`src/uce_params.svh`:
```
// Constants for the serial character engine.
// Overview of operation
// Receiver starts disabled, enabled by command.
// Transmitter starts disabled, enabled by command.
// Directions enable together or independently.
// Soft reset stops direction, clears flags.
// Receive disable finishes current character first.
// Transmit disable drains shifter and holding register.
// Frame: start, data, parity, stop bits.
// Nine-bit select overrides character length field.
// Bit order selects MSB or LSB first.
// One-and-half stop only in asynchronous mode.
// Holding moves to shifter; flags show emptiness.
// Flags low when disabled; busy writes dropped.
// Oversample 16x, or 8x when halved.
// Start at half-bit lows; bits every period.
// Receiver uses one stop, then hunts; code samples two stops in synchronous two-stop mode.
// Synchronous receive samples on rising clock.
// Completed character loads holding; overrun flagged.
// Clear-status command clears overrun flag.
// Even parity: ones count plus bit even.
// Odd parity: ones count plus bit odd.
// Mark sends one, space zero, none nothing.
// Parity mismatch sets error; clear-status clears.
// Disable beats enable in one command.
`ifndef UCE_PARAMS_SVH
`define UCE_PARAMS_SVH
`define UCE_OS_FULL 5'h10
`define UCE_OS_HALF 5'h08
`define UCE_HB_FULL 5'h08
`define UCE_HB_HALF 5'h04
`define UCE_CHR_BASE 4'h5
`define UCE_NINE_BITS 4'h9
`define UCE_ALL_DATA 9'h1ff
`define UCE_STOP_ONE_HALF 2'h1
`define UCE_STOP_TWO 2'h2
`define UCE_HALVES_ONE 3'h2
`define UCE_HALVES_ONE_HALF 3'h3
`define UCE_HALVES_TWO 3'h4
`define UCE_HALVES_BIT 3'h1
`define UCE_PAR_EVEN 3'h0
`define UCE_PAR_ODD 3'h1
`define UCE_PAR_SPACE 3'h2
`define UCE_PAR_MARK 3'h3
`define UCE_LINE_IDLE 1'h1
`define UCE_LINE_START 1'h0
`endif

```
`src/uce_pkg.sv`:
```
// Types shared by the serial character engine.
package uce_pkg;
    typedef struct packed {
        logic rx_enable;
        logic rx_disable;
        logic rx_soft_reset;
        logic tx_enable;
        logic tx_disable;
        logic tx_soft_reset;
        logic clear_status;
    } uce_cmd_t;
    typedef struct packed {
        logic [1:0] char_length;
        logic nine_bit;
        logic [2:0] check_bit_mode;
        logic bit_order;
        logic [1:0] stop_count;
        logic sync_mode;
        logic sample_halving;
    } uce_mode_t;
    typedef struct packed {
        logic tx_holding_free;
        logic tx_all_done;
        logic rx_char_available;
        logic rx_overrun;
        logic check_bit_error;
        logic rx_enabled;
        logic tx_enabled;
    } uce_status_t;
    typedef enum logic [2:0] {UCE_TX_IDLE, UCE_TX_START, UCE_TX_DATA,
        UCE_TX_PARITY, UCE_TX_STOP} uce_tx_state_t;
    typedef enum logic [1:0] {UCE_RX_IDLE, UCE_RX_DATA, UCE_RX_PARITY,
        UCE_RX_STOP} uce_rx_state_t;
endpackage : uce_pkg

```
`src/uce_char_engine.sv`:
```
// Character engine: command, holding registers, transmit and receive.
`timescale 1ns/100ps
`include "uce_params.svh"
module uce_char_engine (
    input wire logic clock_in,
    input wire logic reset_in,
    input wire logic cmd_write_in,
    input wire uce_pkg::uce_cmd_t cmd_in,
    input wire logic mode_write_in,
    input wire uce_pkg::uce_mode_t mode_in,
    input wire logic tx_write_in,
    input wire logic [8:0] tx_data_in,
    input wire logic rx_read_in,
    input wire logic sample_tick_in,
    input wire logic serial_clock_in,
    input wire logic rx_line_in,
    output logic tx_line_out,
    output logic [8:0] rx_data_out,
    output uce_pkg::uce_status_t status_out
);
    function automatic logic par_bit(input logic [2:0] m, input logic odd);
        case (m)
            `UCE_PAR_EVEN: par_bit = odd;
            `UCE_PAR_ODD: par_bit = ~odd;
            `UCE_PAR_MARK: par_bit = 1'h1;
            default: par_bit = 1'h0;
        endcase
    endfunction : par_bit

    uce_pkg::uce_mode_t mode_q;
    uce_pkg::uce_tx_state_t tx_st_q;
    uce_pkg::uce_rx_state_t rx_st_q;
    logic [1:0] rxd_sync_q;
    logic [1:0] sclk_sync_q;
    logic sclk_prev_q;
    logic tx_en_q, tx_dis_pend_q, rx_en_q, rx_dis_pend_q;
    logic [8:0] thr_q, tx_sh_q, rx_buf_q, rhr_q;
    logic thr_full_q, tx_par_q, tx_line_q, rx_par_q;
    logic [4:0] tx_div_q, rx_cnt_q;
    logic [2:0] tx_half_q;
    logic [3:0] tx_idx_q, rx_idx_q;
    logic rx_char_available_flag_q, rx_overrun_flag_q, check_bit_error_flag_q;
    uce_pkg::uce_status_t status_q;

    uce_pkg::uce_cmd_t cmd;
    assign cmd = cmd_write_in ? cmd_in : '0;

    // nine-bit override
    wire [3:0] data_bits = mode_q.nine_bit ? `UCE_NINE_BITS
        : `UCE_CHR_BASE + {2'h0, mode_q.char_length};
    wire [3:0] last_idx = data_bits - 4'h1;
    wire [8:0] data_mask = `UCE_ALL_DATA >> (`UCE_NINE_BITS - data_bits);
    // parity absent when none
    wire par_on = mode_q.check_bit_mode <= `UCE_PAR_MARK;
    wire sync = mode_q.sync_mode;
    // oversampling ratio
    wire [4:0] os_len = mode_q.sample_halving ? `UCE_OS_HALF : `UCE_OS_FULL;
    wire [4:0] hb_len = mode_q.sample_halving ? `UCE_HB_HALF : `UCE_HB_FULL;
    // half stop bit only asynchronous
    wire [2:0] stop_halves = (mode_q.stop_count == `UCE_STOP_TWO)
        ? `UCE_HALVES_TWO
        : (mode_q.stop_count == `UCE_STOP_ONE_HALF && !sync)
        ? `UCE_HALVES_ONE_HALF : `UCE_HALVES_ONE;

    wire rxd = rxd_sync_q[1];
    wire sclk = sclk_sync_q[1];
    wire sclk_rise = sclk & ~sclk_prev_q;
    wire sclk_fall = ~sclk & sclk_prev_q;

    // Transmit timing runs in half bits so that a 1.5 stop fits.
    wire half_tick = sync ? (sclk_rise | sclk_fall)
        : (sample_tick_in && tx_div_q == hb_len - 5'h1);
    // bits change on falling serial clock edges
    wire start_ok = sync ? sclk_fall : half_tick;
    wire tx_busy = tx_st_q != uce_pkg::UCE_TX_IDLE;
    wire [2:0] ph_last = (tx_st_q == uce_pkg::UCE_TX_STOP) ? stop_halves - 3'h1
        : `UCE_HALVES_BIT;
    wire ph_end = tx_busy && half_tick && tx_half_q == ph_last;
    // holding register feeds shifter back to back
    wire tx_load = tx_en_q && thr_full_q
        && ((!tx_busy && start_ok)
        || (tx_st_q == uce_pkg::UCE_TX_STOP && ph_end));
    // writes only land in a free holding register
    wire tx_free = tx_en_q && !thr_full_q;
    wire tx_take = tx_write_in && tx_free;
    // bit order selection
    wire [3:0] tx_pos = mode_q.bit_order ? last_idx - tx_idx_q : tx_idx_q;
    wire [3:0] rx_pos = mode_q.bit_order ? last_idx - rx_idx_q : rx_idx_q;
    // parity over active data bits
    wire thr_par = par_bit(mode_q.check_bit_mode, ^(thr_q & data_mask));
    wire rx_exp_par = par_bit(mode_q.check_bit_mode, ^(rx_buf_q & data_mask));

    logic tx_line_now;
    always_comb
    begin
        case (tx_st_q)
            uce_pkg::UCE_TX_START: tx_line_now = `UCE_LINE_START;
            uce_pkg::UCE_TX_DATA: tx_line_now = tx_sh_q[tx_pos];
            uce_pkg::UCE_TX_PARITY: tx_line_now = tx_par_q;
            default: tx_line_now = `UCE_LINE_IDLE;
        endcase
    end

    wire rx_idle = rx_st_q == uce_pkg::UCE_RX_IDLE;
    // start after half a bit of low samples
    wire rx_start_async = !sync && sample_tick_in && rx_idle && rx_en_q
        && !rxd && rx_cnt_q == hb_len - 5'h1;
    // synchronous start on a low rising-edge sample
    wire rx_start_sync = sync && sclk_rise && rx_idle && rx_en_q && !rxd;
    wire rx_start = rx_start_async || rx_start_sync;
    wire rx_sample = !rx_idle && (sync ? sclk_rise
        : (sample_tick_in && rx_cnt_q == os_len - 5'h1));
    // asynchronous receive ends on the first stop bit
    wire rx_more_stop = sync && mode_q.stop_count == `UCE_STOP_TWO
        && rx_idx_q == 4'h0;
    wire rx_done = rx_sample && rx_st_q == uce_pkg::UCE_RX_STOP
        && !rx_more_stop;
    // overrun when unread character is replaced
    wire rx_overrun_flag_set = rx_done && rx_char_available_flag_q && !rx_read_in;
    // mismatching check bit
    wire check_bit_error_flag_set = rx_done && par_on && rx_par_q != rx_exp_par;

    always_ff @(posedge clock_in or posedge reset_in)
    begin
        if (reset_in)
        begin
            rxd_sync_q <= 2'h3;
            sclk_sync_q <= 2'h0;
            sclk_prev_q <= 1'h0;
            mode_q <= '0;
        end
        else
        begin
            rxd_sync_q <= {rxd_sync_q[0], rx_line_in};
            sclk_sync_q <= {sclk_sync_q[0], serial_clock_in};
            sclk_prev_q <= sclk;
            // configuration accepted while disabled
            if (mode_write_in)
                mode_q <= mode_in;
        end
    end

    // transmit enable, independent of receive
    always_ff @(posedge clock_in or posedge reset_in)
    begin
        if (reset_in)
        begin
            tx_en_q <= 1'h0;
            tx_dis_pend_q <= 1'h0;
        end
        // disable wins over enable
        else if (cmd.tx_disable)
            tx_dis_pend_q <= tx_en_q;
        else if (cmd.tx_enable)
        begin
            tx_en_q <= 1'h1;
            tx_dis_pend_q <= 1'h0;
        end
        // stop only once both characters are out
        else if (tx_dis_pend_q && !tx_busy && !thr_full_q)
        begin
            tx_en_q <= 1'h0;
            tx_dis_pend_q <= 1'h0;
        end
    end

    always_ff @(posedge clock_in or posedge reset_in)
    begin
        if (reset_in)
        begin
            tx_st_q <= uce_pkg::UCE_TX_IDLE;
            thr_q <= 9'h000;
            thr_full_q <= 1'h0;
            tx_sh_q <= 9'h000;
            tx_par_q <= 1'h0;
            tx_div_q <= 5'h00;
            tx_half_q <= 3'h0;
            tx_idx_q <= 4'h0;
        end
        // transmit soft reset keeps configuration
        else if (cmd.tx_soft_reset)
        begin
            tx_st_q <= uce_pkg::UCE_TX_IDLE;
            thr_full_q <= 1'h0;
            tx_div_q <= 5'h00;
            tx_half_q <= 3'h0;
            tx_idx_q <= 4'h0;
        end
        else
        begin
            if (sample_tick_in)
                tx_div_q <= (tx_div_q == hb_len - 5'h1) ? 5'h00
                    : tx_div_q + 5'h01;
            if (tx_take)
            begin
                thr_q <= tx_data_in;
                thr_full_q <= 1'h1;
            end
            if (tx_load)
            begin
                tx_sh_q <= thr_q;
                tx_par_q <= thr_par;
                thr_full_q <= 1'h0;
                tx_st_q <= uce_pkg::UCE_TX_START;
                tx_half_q <= 3'h0;
                tx_idx_q <= 4'h0;
            end
            else if (ph_end)
            begin
                tx_half_q <= 3'h0;
                case (tx_st_q)
                    uce_pkg::UCE_TX_START: tx_st_q <= uce_pkg::UCE_TX_DATA;
                    uce_pkg::UCE_TX_DATA:
                    begin
                        tx_idx_q <= tx_idx_q + 4'h1;
                        if (tx_idx_q == last_idx)
                            tx_st_q <= par_on ? uce_pkg::UCE_TX_PARITY
                                : uce_pkg::UCE_TX_STOP;
                    end
                    uce_pkg::UCE_TX_PARITY: tx_st_q <= uce_pkg::UCE_TX_STOP;
                    default: tx_st_q <= uce_pkg::UCE_TX_IDLE;
                endcase
            end
            else if (tx_busy && half_tick)
                tx_half_q <= tx_half_q + 3'h1;
        end
    end

    // receive enable, independent of transmit
    always_ff @(posedge clock_in or posedge reset_in)
    begin
        if (reset_in)
        begin
            rx_en_q <= 1'h0;
            rx_dis_pend_q <= 1'h0;
        end
        // disable wins over enable
        else if (cmd.rx_disable)
            rx_dis_pend_q <= rx_en_q;
        else if (cmd.rx_enable)
        begin
            rx_en_q <= 1'h1;
            rx_dis_pend_q <= 1'h0;
        end
        // finish the character in progress
        else if (rx_dis_pend_q && (rx_idle || cmd.rx_soft_reset))
        begin
            rx_en_q <= 1'h0;
            rx_dis_pend_q <= 1'h0;
        end
    end

    always_ff @(posedge clock_in or posedge reset_in)
    begin
        if (reset_in)
        begin
            rx_st_q <= uce_pkg::UCE_RX_IDLE;
            rx_cnt_q <= 5'h00;
            rx_idx_q <= 4'h0;
            rx_buf_q <= 9'h000;
            rx_par_q <= 1'h0;
            rhr_q <= 9'h000;
        end
        // receive soft reset keeps configuration
        else if (cmd.rx_soft_reset)
        begin
            rx_st_q <= uce_pkg::UCE_RX_IDLE;
            rx_cnt_q <= 5'h00;
            rx_idx_q <= 4'h0;
        end
        else if (rx_start)
        begin
            rx_st_q <= uce_pkg::UCE_RX_DATA;
            rx_cnt_q <= 5'h00;
            rx_idx_q <= 4'h0;
            rx_buf_q <= 9'h000;
        end
        else if (rx_idle)
        begin
            if (sample_tick_in)
                rx_cnt_q <= rxd ? 5'h00 : rx_cnt_q + 5'h01;
        end
        else if (rx_sample)
        begin
            rx_cnt_q <= 5'h00;
            case (rx_st_q)
                uce_pkg::UCE_RX_DATA:
                begin
                    rx_buf_q[rx_pos] <= rxd;
                    rx_idx_q <= rx_idx_q + 4'h1;
                    if (rx_idx_q == last_idx)
                    begin
                        rx_idx_q <= 4'h0;
                        rx_st_q <= par_on ? uce_pkg::UCE_RX_PARITY
                            : uce_pkg::UCE_RX_STOP;
                    end
                end
                uce_pkg::UCE_RX_PARITY:
                begin
                    rx_par_q <= rxd;
                    rx_st_q <= uce_pkg::UCE_RX_STOP;
                end
                default:
                begin
                    rx_idx_q <= 4'h1;
                    // completed character replaces holding data
                    if (rx_done)
                    begin
                        rhr_q <= rx_buf_q & data_mask;
                        rx_st_q <= uce_pkg::UCE_RX_IDLE;
                    end
                end
            endcase
        end
        else if (sample_tick_in)
            rx_cnt_q <= rx_cnt_q + 5'h01;
    end

    // Flags: a setting event wins over a read or clear-status in the same cycle; receive soft reset wins over both.
    always_ff @(posedge clock_in or posedge reset_in)
    begin
        if (reset_in)
        begin
            rx_char_available_flag_q <= 1'h0;
            rx_overrun_flag_q <= 1'h0;
            check_bit_error_flag_q <= 1'h0;
        end
        else if (cmd.rx_soft_reset)
        begin
            rx_char_available_flag_q <= 1'h0;
            rx_overrun_flag_q <= 1'h0;
            check_bit_error_flag_q <= 1'h0;
        end
        else
        begin
            rx_char_available_flag_q <= rx_done || (rx_char_available_flag_q && !rx_read_in);
            // clear-status clears overrun
            rx_overrun_flag_q <= rx_overrun_flag_set || (rx_overrun_flag_q && !cmd.clear_status);
            // clear-status clears parity error
            check_bit_error_flag_q <= check_bit_error_flag_set || (check_bit_error_flag_q && !cmd.clear_status);
        end
    end

    always_ff @(posedge clock_in or posedge reset_in)
    begin
        if (reset_in)
        begin
            tx_line_q <= `UCE_LINE_IDLE;
            status_q <= '0;
        end
        else
        begin
            tx_line_q <= tx_line_now;
            // transmit flags, low while disabled
            status_q.tx_holding_free <= tx_free;
            status_q.tx_all_done <= tx_free && !tx_busy;
            status_q.rx_char_available <= rx_char_available_flag_q;
            status_q.rx_overrun <= rx_overrun_flag_q;
            status_q.check_bit_error <= check_bit_error_flag_q;
            status_q.rx_enabled <= rx_en_q;
            status_q.tx_enabled <= tx_en_q;
        end
    end

    assign tx_line_out = tx_line_q;
    assign rx_data_out = rhr_q;
    assign status_out = status_q;
endmodule : uce_char_engine

```
`config.mk`:
```
export PLATFORM = sky130hd
export DESIGN_NAME = uce_char_engine
export DESIGN_NICKNAME = d
export VERILOG_FILES = /design/src/uce_pkg.sv /design/src/uce_char_engine.sv
export VERILOG_INCLUDE_DIRS = /design/src
export SDC_FILE = /design/constraint.sdc
export NUM_CORES = 1
export LEC_CHECK = 0
export ABC_AREA = 1
export BUFFER_PORTS_ARGS = -buffer_cell sky130_fd_sc_hd__clkbuf_2
export CORE_AREA = 3 3 109 111
export CTS_BUF_LIST = sky130_fd_sc_hd__clkbuf_8
export CTS_CLUSTER_SIZE = 12
export DETAILED_ROUTE_END_ITERATION = 10
export DIE_AREA = 0 0 112 114
export PLACE_DENSITY = 0.69
export SLEW_MARGIN = 10
export SYNTH_ARGS = -nofsm -noshare
export SYNTH_HDL_FRONTEND = slang
export SYNTH_SLANG_ARGS = --single-unit
```
`constraint.sdc`:
```
create_clock -name clock_in -period 7.9 [get_ports clock_in]
set_clock_uncertainty 0.2 [all_clocks]
set_input_delay 2.37 -clock clock_in [delete_from_list [all_inputs] [get_ports clock_in]]
set_output_delay 2.37 -clock clock_in [all_outputs]
set_load 0.005 [all_outputs]
```
* Yosys cells after proc, flatten, opt, wreduce, memory -nomap -nowiden *
Index checks and enable logic that the tools add are counted.

word-level totals
  flip-flop bits (word level) = 96
  input port bits = 36
  output and inout port bits = 17
  word-level logic and storage cells = 257

operators by class
  add/sub/neg operators = 13
  order comparisons = 4
  equality and inequality tests = 24
  shifts and indexed selects = 1
  mux-type cells = 76
  bitwise operators = 16
  reductions and logical operators = 84

operators by type and width
  kind                   count
  $mux W5                11
  $mux W4                13
  $logic_and A1 B1 Y1    37
  $mux W9                4
  $mux W3                11
  $mux W1                21
  $reduce_bool A3 Y1     7
  $and A9 B9 Y9          2
  $reduce_xor A9 Y1      2
  $eq A5 B5 Y1           3
  $reduce_and A2 Y1      7
  $mux W2                6
  $not A1 Y1             11
  $add A5 B1 Y5 const B  2
  $lt A4 B5 Y1 const B   2
  $reduce_bool A2 Y1     5
  $bwmux W9              1
  $eq A3 B2 Y1 const B   3
  $pmux W1 S3            3
  $pmux W3 S3            1
  $shr A9 B4 Y9 const A  1
  $add A4 B1 Y4 const B  2
  $eq A4 B4 Y1           2
  $logic_not A1 Y1       8
  other kinds (39)       53

* Longest topological paths before layout *
Gate-level depths: netlist (run 1).

  depth after elaboration = 14
  gate-level depth with buffers = 21
  depth with buffers taken out = 21

* Worst setup path before layout (run 1) *
Ideal clock, no wire load.

  kind = in2reg
  start point = input sample_tick_in
  end point = register rhr_q[3], in the netlist rx_data_out[3]
  setup time = 0.125 ns
  arrival = 3.724 ns
  required time = 7.575 ns
  slack = 3.851 ns
  stages = 7
  path through = inv_2 -> nor3_1 -> o2111ai_1 -> a21oi_2 -> nand2_2 -> nor4_4 -> mux2_2

on the way
  word-level cells in the longest chain between the ends = 8
  elaborated cells on any way between the ends = 13

RTL lines
  what                              line                    text
  from (decl)                       uce_char_engine.sv:14   input wire logic sample_tick_in,
  $logic_and A1 B1 Y1 (3 in a row)  uce_char_engine.sv:106  wire rx_start_async = !sync && sample_tick_in && rx_idle && rx_en_q
  $logic_and A1 B1 Y1 (2 in a row)  uce_char_engine.sv:107  && !rxd && rx_cnt_q == hb_len - 5'h1;
  $logic_or A1 B1 Y1                uce_char_engine.sv:110  wire rx_start = rx_start_async || rx_start_sync;
  $not A1 Y1 (no line)              -
  $reduce_and A6 Y1 (no line) *     -
  to (signal assigned)              uce_char_engine.sv:309  rhr_q <= rx_buf_q & data_mask;
  to (decl)                         uce_char_engine.sv:37   logic [8:0] thr_q, tx_sh_q, rx_buf_q, rhr_q;

Mark *: on every way between the ends. The rest lies on a longest branch, timed or not.
A chain may end at the register's enable or synchronous reset.

* Final worst setup path (run 1) *
Ends and elaborated chain as after synthesis.

==> results of run 1 <==
## cells in the mapped netlist, types with 2 or more instances
cell       instances  share of area (%)
o21ai_2            7                1.1
clkbuf_1           4               0.27
dfstp_2            3                1.4
buf_2              2               0.18
fa_1               2               0.72
o22ai_1            4               0.45
and3_1             2               0.22
nand3_1           52                4.7
nand4_1           11                1.2
nor3_1            13                1.2
nand2_1          175                 12
dfrtp_1           93                 42
nor2_1            51                3.4
inv_1             95                6.4
nor2_2             2               0.22
a21oi_1           44                4.0
o211ai_1           3               0.40
mux2_2             7                1.4
o21a_1             6               0.81
xor2_1            15                2.4
xnor2_1            7                1.1
a211oi_1           2               0.27
ha_1              25                5.6
o2111ai_1          2               0.31
nand2_2            5               0.56
o21ai_0           50                4.5
## kinds of logic (layout without fill, tap and decap cells)
logic type	count (synthesis)	after routing	share of synthesized area (%)
compound gates	126	126	13.0
xor+xnor	22	22	3.46
fa+ha+maj	27	27	6.34
buf+inv	106	167	7.46
flops	96	96	43.2
mux	7	7	1.42
simple gates	319	319	25.0
## worst max-delay path by stage
stage	endpoint	slack (ns)	cells past startpoint
2_1_floorplan	check_bit_error_flag_q	2.83	1
3_3_place_gp	rx_data_out[3]	3.26	8
3_5_place_dp	rx_data_out[3]	3.21	8
4_1_cts	rx_data_out[3]	3.63	8
5_1_grt	rx_buf_q[4]	3.37	11
6_report	rx_data_out[3]	3.59	8
## routing by layer
| metal | part of all wire (%) | GRT usage, % | up-vias |
|---|---|---|---|
| met3 | 3.9 | 3.50 | 21 |
| met1 | 45 | 25.8 | 2184 |
| met2 | 48 | 34.0 | 100 |
| met4 | 2.7 | 10.0 | 0 |
| li1 | - | - | 2402 |
| met5 | 0 | 0 | - |
## per-stage QoR
stage / area (µm²) / power (mW) / hold WS [ns] / worst slack (ns)
floorplan: 5570 / 1.12 / 0.131 / 2.83
finish: 6150 / 1.58 / 0.155 / 3.59
global route: 6150 / 1.71 / 0.169 / 3.37
global placement: 5970 / 1.25 / 0.138 / 3.26
CTS: 6150 / 1.59 / 0.156 / 3.63
detailed placement: 5970 / 1.28 / 0.135 / 3.21
## flip-flops by register name (all words and copies together) (netlist names), 2 cells and up
| signal | flops |
|---|---|
| tx_half_q | 3 |
| rxd_sync_q | 2 |
| thr_q | 9 |
| sclk_sync_q | 2 |
| rx_data_out | 9 |
| tx_sh_q | 9 |
| mode_q | 10 |
| tx_div_q | 5 |
| rx_st_q | 2 |
| status_out | 7 |
| rx_idx_q | 4 |
| tx_idx_q | 4 |
| tx_st_q | 3 |
| rx_buf_q | 9 |
| rx_cnt_q | 5 |
## report_power, final
part | switching [mW] | leakage [nW] | total [mW] | internal [mW]
combinational | 0.372 | 1.88 | 0.590 | 0.218
clock | 0.176 | 0.0927 | 0.307 | 0.131
sequential | 0.0831 | 1.19 | 0.679 | 0.596
## final cells by class
cell class	count	area, µm²
timing repair buffer	53	268
fill	1045	4740
multi-input combinational	501	2740
tap	140	175
sequential	96	2410
clock buffer	11	151
inverter	98	374
clock inverter	5	32.5
==> flow_summary.ini, run 1 <==
[finish]
fin_util_pct = 56.5
final_cells = 904
final_common_cell = nand2_1
nets = 822
layout_common_cells = nand2_1 (175), inv_1 (95), dfrtp_1 (93)
drive_gt1_share_pct = 13.5
synthToLayoutAreaGrowth_pct = 10.5
antenna_cells = 0

[global_routing]
grt_pass1_wl_um = 21000
grt_max_degree = 64
grt_use_total_pct = 20.4
grt_antenna_before_repair = 0
grt_pass1_vias = 4711
grt.overflow.total = 0

[clocking]
postCtsHoldBufs = 0
max-clock-path-buffers = 2
cts-root-buf = clkbuf_8
cts.clk_slew.worst_paths_ns = 0.09
cts_tree = built
cts_setup_buffers = 0
ctsResizeCount = 0
htreeDepth = 3
clk_latency_ns = 0.38
cts_made_buffers = 9
clock_sinks = 96

[setup_path]
path_delay_family = simple AND/OR/NAND/NOR gates
cp-start-kind = input pin
crit_arrival_ns = 4.37
cp_slowest_stage_delay_ns = 0.61
reg2reg_from = mode_q[9]
r2r_cells = 14
critical_path_peak_fanout = 17
crit_buf_inv = 2
cp-end-kind = flip-flop
r2r_slack_ns = 4.54
cp_cell_sequence = clkbuf_2, inv_2, nor3_1, o2111ai_1, a21oi_2, nand2_2, nor4_4, mux2_2
cp.required_ns = 7.97
critPathLaunch = sample_tick_in
critPathKind = input pin to flip-flop
r2r-end = rx_buf_q[6]
cpMaxStageDelayCell = nor4_4

[hold_path]
hold_path_class = flip-flop to flip-flop
worstHoldStart = sclk_sync_q[0]
worstHoldEndpoint = sclk_sync_q[1]
holdPathStages = 0

[power]
leakage_nw = 3.16
ir_drop_v = 0.000167
powerDensity_nw_per_um2 = 256

[sta]
fmax_mhz = 232
rsz0062_at_grt = no
period_share_pct = 54.5
post-route-min-period_ns = 4.31
slew_headroom_pct = 46.8
worst_pin_slew_ns = 0.792
finalHoldViolations = 0
finalSetupViolCount = 0
finalSetupTns_ns = 0
maxSlewViolCount = 0

[yosys]
syn_area_per_cell_um2 = 7.92
synth_fp_nets = 766
ys_warn_count = 0
ys_seq_area_share_pct = 43.2
synth_seq_cells = 96
synth.distinct_cells = 47
ys_async_sr_fraction_pct = 100
syn_area_um2 = 5570
ys.flop_type = dfrtp_1
synth-edff-count = 0
synth_cells = 703

[route]
wl_per_cell_um = 13.5
avgViaCountPerCell = 5.21
drt.antenna.violating_nets = 0
drc = 0
wirelength_um = 12200
via_count = 4707
drt_pass1_iterations = 5
drt_iter0_drc = 268

[floorplanning]
dieArea_um2 = 12800
pin_count = 53
rows = 38
chipWidth_um = 112
core_um2 = 10900
chipHeight_um = 114
initial_core_util_pct = 51.1

[job]
drv_cap = 0

[place]
place_hpwl_um = 9480
gp_congestion = 0.894
io_buffer_count = 52
dpl.cell_count = 888

[outcome]
status = finished clean
Power figures use the tool's default switching activity.
==> run 2: changes to the inputs <==
PLACE_DENSITY = 0.72   (was 0.69)
clock period = 3.7 ns   (was 7.9 ns; I/O delays follow)
==> run 2 against run 1 <==
  * Global-route usage is 0.18 points lower
  * Clock power is 130% higher
  * Cell area rose by 0.59%
  * Sequential share of layout area shrank 0.23 points
  * Critical path depth rose by 6
==> flow_summary.ini, run 2 (synthesis gave the netlist of run 1 again) <==
[route]
drt_pass1_iterations = 5
drc = 0
wl_per_cell_um = 13.5
drt_iter0_drc = 251
wirelength_um = 12200
drt.antenna.violating_nets = 0
via_count = 4760
avgViaCountPerCell = 5.26

[setup_path]
critPathCapture = rx_buf_q[5]
critPathKind = flip-flop to flip-flop
r2r_slack_ns = 0.49
cp.required_ns = 3.78
critPathLaunch = mode_q[9]
r2r-end = rx_buf_q[5]
r2r_cells = 14
cp-start-kind = flip-flop
critical_path_peak_fanout = 8
cp-end-kind = flip-flop
reg2reg_from = mode_q[9]
crit_arrival_ns = 3.29

[sta]
rsz0062_at_grt = no
finalSetupViolCount = 0
finalSetupTns_ns = 0
period_share_pct = 86.7
finalHoldViolations = 0
post-route-min-period_ns = 3.21
slew_headroom_pct = 50.3
holdWs_ns = 0.158
maxSlewViolCount = 0
fmax_mhz = 312
worst_pin_slew_ns = 0.744

[finish]
fin_util_pct = 56.8
nets = 823
largest_reg_flops = 10
drive_gt1_share_pct = 13.5
regMostFlops = mode_q
layout_common_cells = nand2_1 (175), inv_1 (96), dfrtp_1 (93)
final_common_cell = nand2_1
fillers = 996
antenna_cells = 0
synthToLayoutAreaGrowth_pct = 11.2

[floorplanning]
chipWidth_um = 112
rows = 38
dieArea_um2 = 12800
pin_count = 53
initial_core_util_pct = 51.1
chipHeight_um = 114
core_um2 = 10900

[clocking]
clock_sinks = 96
cts_made_buffers = 9
htreeDepth = 3
cts-root-buf = clkbuf_8
postCtsHoldBufs = 0
cts.clk_slew.worst_paths_ns = 0.09
max-clock-path-buffers = 2
cts_tree = built
ctsResizeCount = 0
clk_latency_ns = 0.38
cts_setup_buffers = 0

[global_routing]
grt_pass1_vias = 4653
grt_antenna_before_repair = 0
grt.overflow.total = 0
grt_use_total_pct = 20.2
grt_pass1_wl_um = 20900
grt_max_degree = 63

[place]
gp_congestion = 0.947
place_hpwl_um = 9540
io_buffer_count = 52

[power]
p_seq_share_pct = 42.4
powerDensity_nw_per_um2 = 552
p_sw_mw = 1.34
ir_drop_v = 0.000394
p_int_mw = 2.08
clockPowerShare_pct = 20.5
p_total_mw = 3.42
switching_share_pct = 39.1
p_comb_share_pct = 37.1
leakage_nw = 3.19

[job]
drv_cap = 0

[hold_path]
hold_path_class = flip-flop to flip-flop

[outcome]
status = finished clean
## run 2: how the worst min path moves through the flow
stage	start	to	depth (start not counted)
after floorplan	sclk_sync_q[0]	sclk_sync_q[1]	0
after CTS	rxd_sync_q[0]	rxd_sync_q[1]	0
after global routing	rxd_sync_q[0]	rxd_sync_q[1]	0
final	rxd_sync_q[0]	rxd_sync_q[1]	0
after detailed placement	rxd_sync_q[0]	rxd_sync_q[1]	0
after global placement	sclk_sync_q[0]	sclk_sync_q[1]	0
## run 2: final cells by class
cell class                      count  area (µm²)  area share (%)
Timing Repair Buffer               54         288            4.65
Sequential cell                    96        2410            38.9
Clock buffer                       11         151            2.45
Tap cell                          140         175            2.83
Clock inverter                      5        47.5           0.768
Inverter                           98         375            6.07
Multi-Input combinational cell    501        2740            44.3
## run 2: routing by layer
metal	wire length [µm]	vias to the layer above	global-route usage, %
met1	5510	2209	26.1
li1	-	2409	-
met3	546	27	3.66
met4	318	0	9.46
met2	5810	115	33.1
met5	0	-	0
## run 2: through the flow
stage / setup slack, ns / cells / area (µm²)
after global routing: 0.166 / 905 / 6190
after global placement: 0.482 / 889 / 5990
final: 0.491 / 905 / 6190
after floorplan: 0.841 / 703 / 5570
after CTS: 0.512 / 905 / 6190
after detailed placement: 0.352 / 889 / 5990
## run 2: critical path, stage by stage (launching register included)
cell and delay, ns:
dfrtp_1 0.41, ha_1 0.30, nand2_1 0.16, inv_1 0.09, ha_1 0.38, inv_1 0.08
fa_1 0.41, xnor2_1 0.17, nand2_1 0.07, nand2_1 0.09, inv_1 0.06, nor2_1 0.36
nand2_1 0.09, a21oi_1 0.15, o21ai_0 0.09
## run 2: power groups by stage
stage	logic (mW)	registers (mW)	clock network, mW
after floorplan	0.970	1.42	0
after global placement	1.21	1.46	0
after detailed placement	1.26	1.46	0
after CTS	1.27	1.45	0.716
after global routing	1.47	1.48	0.757
final	1.27	1.45	0.699
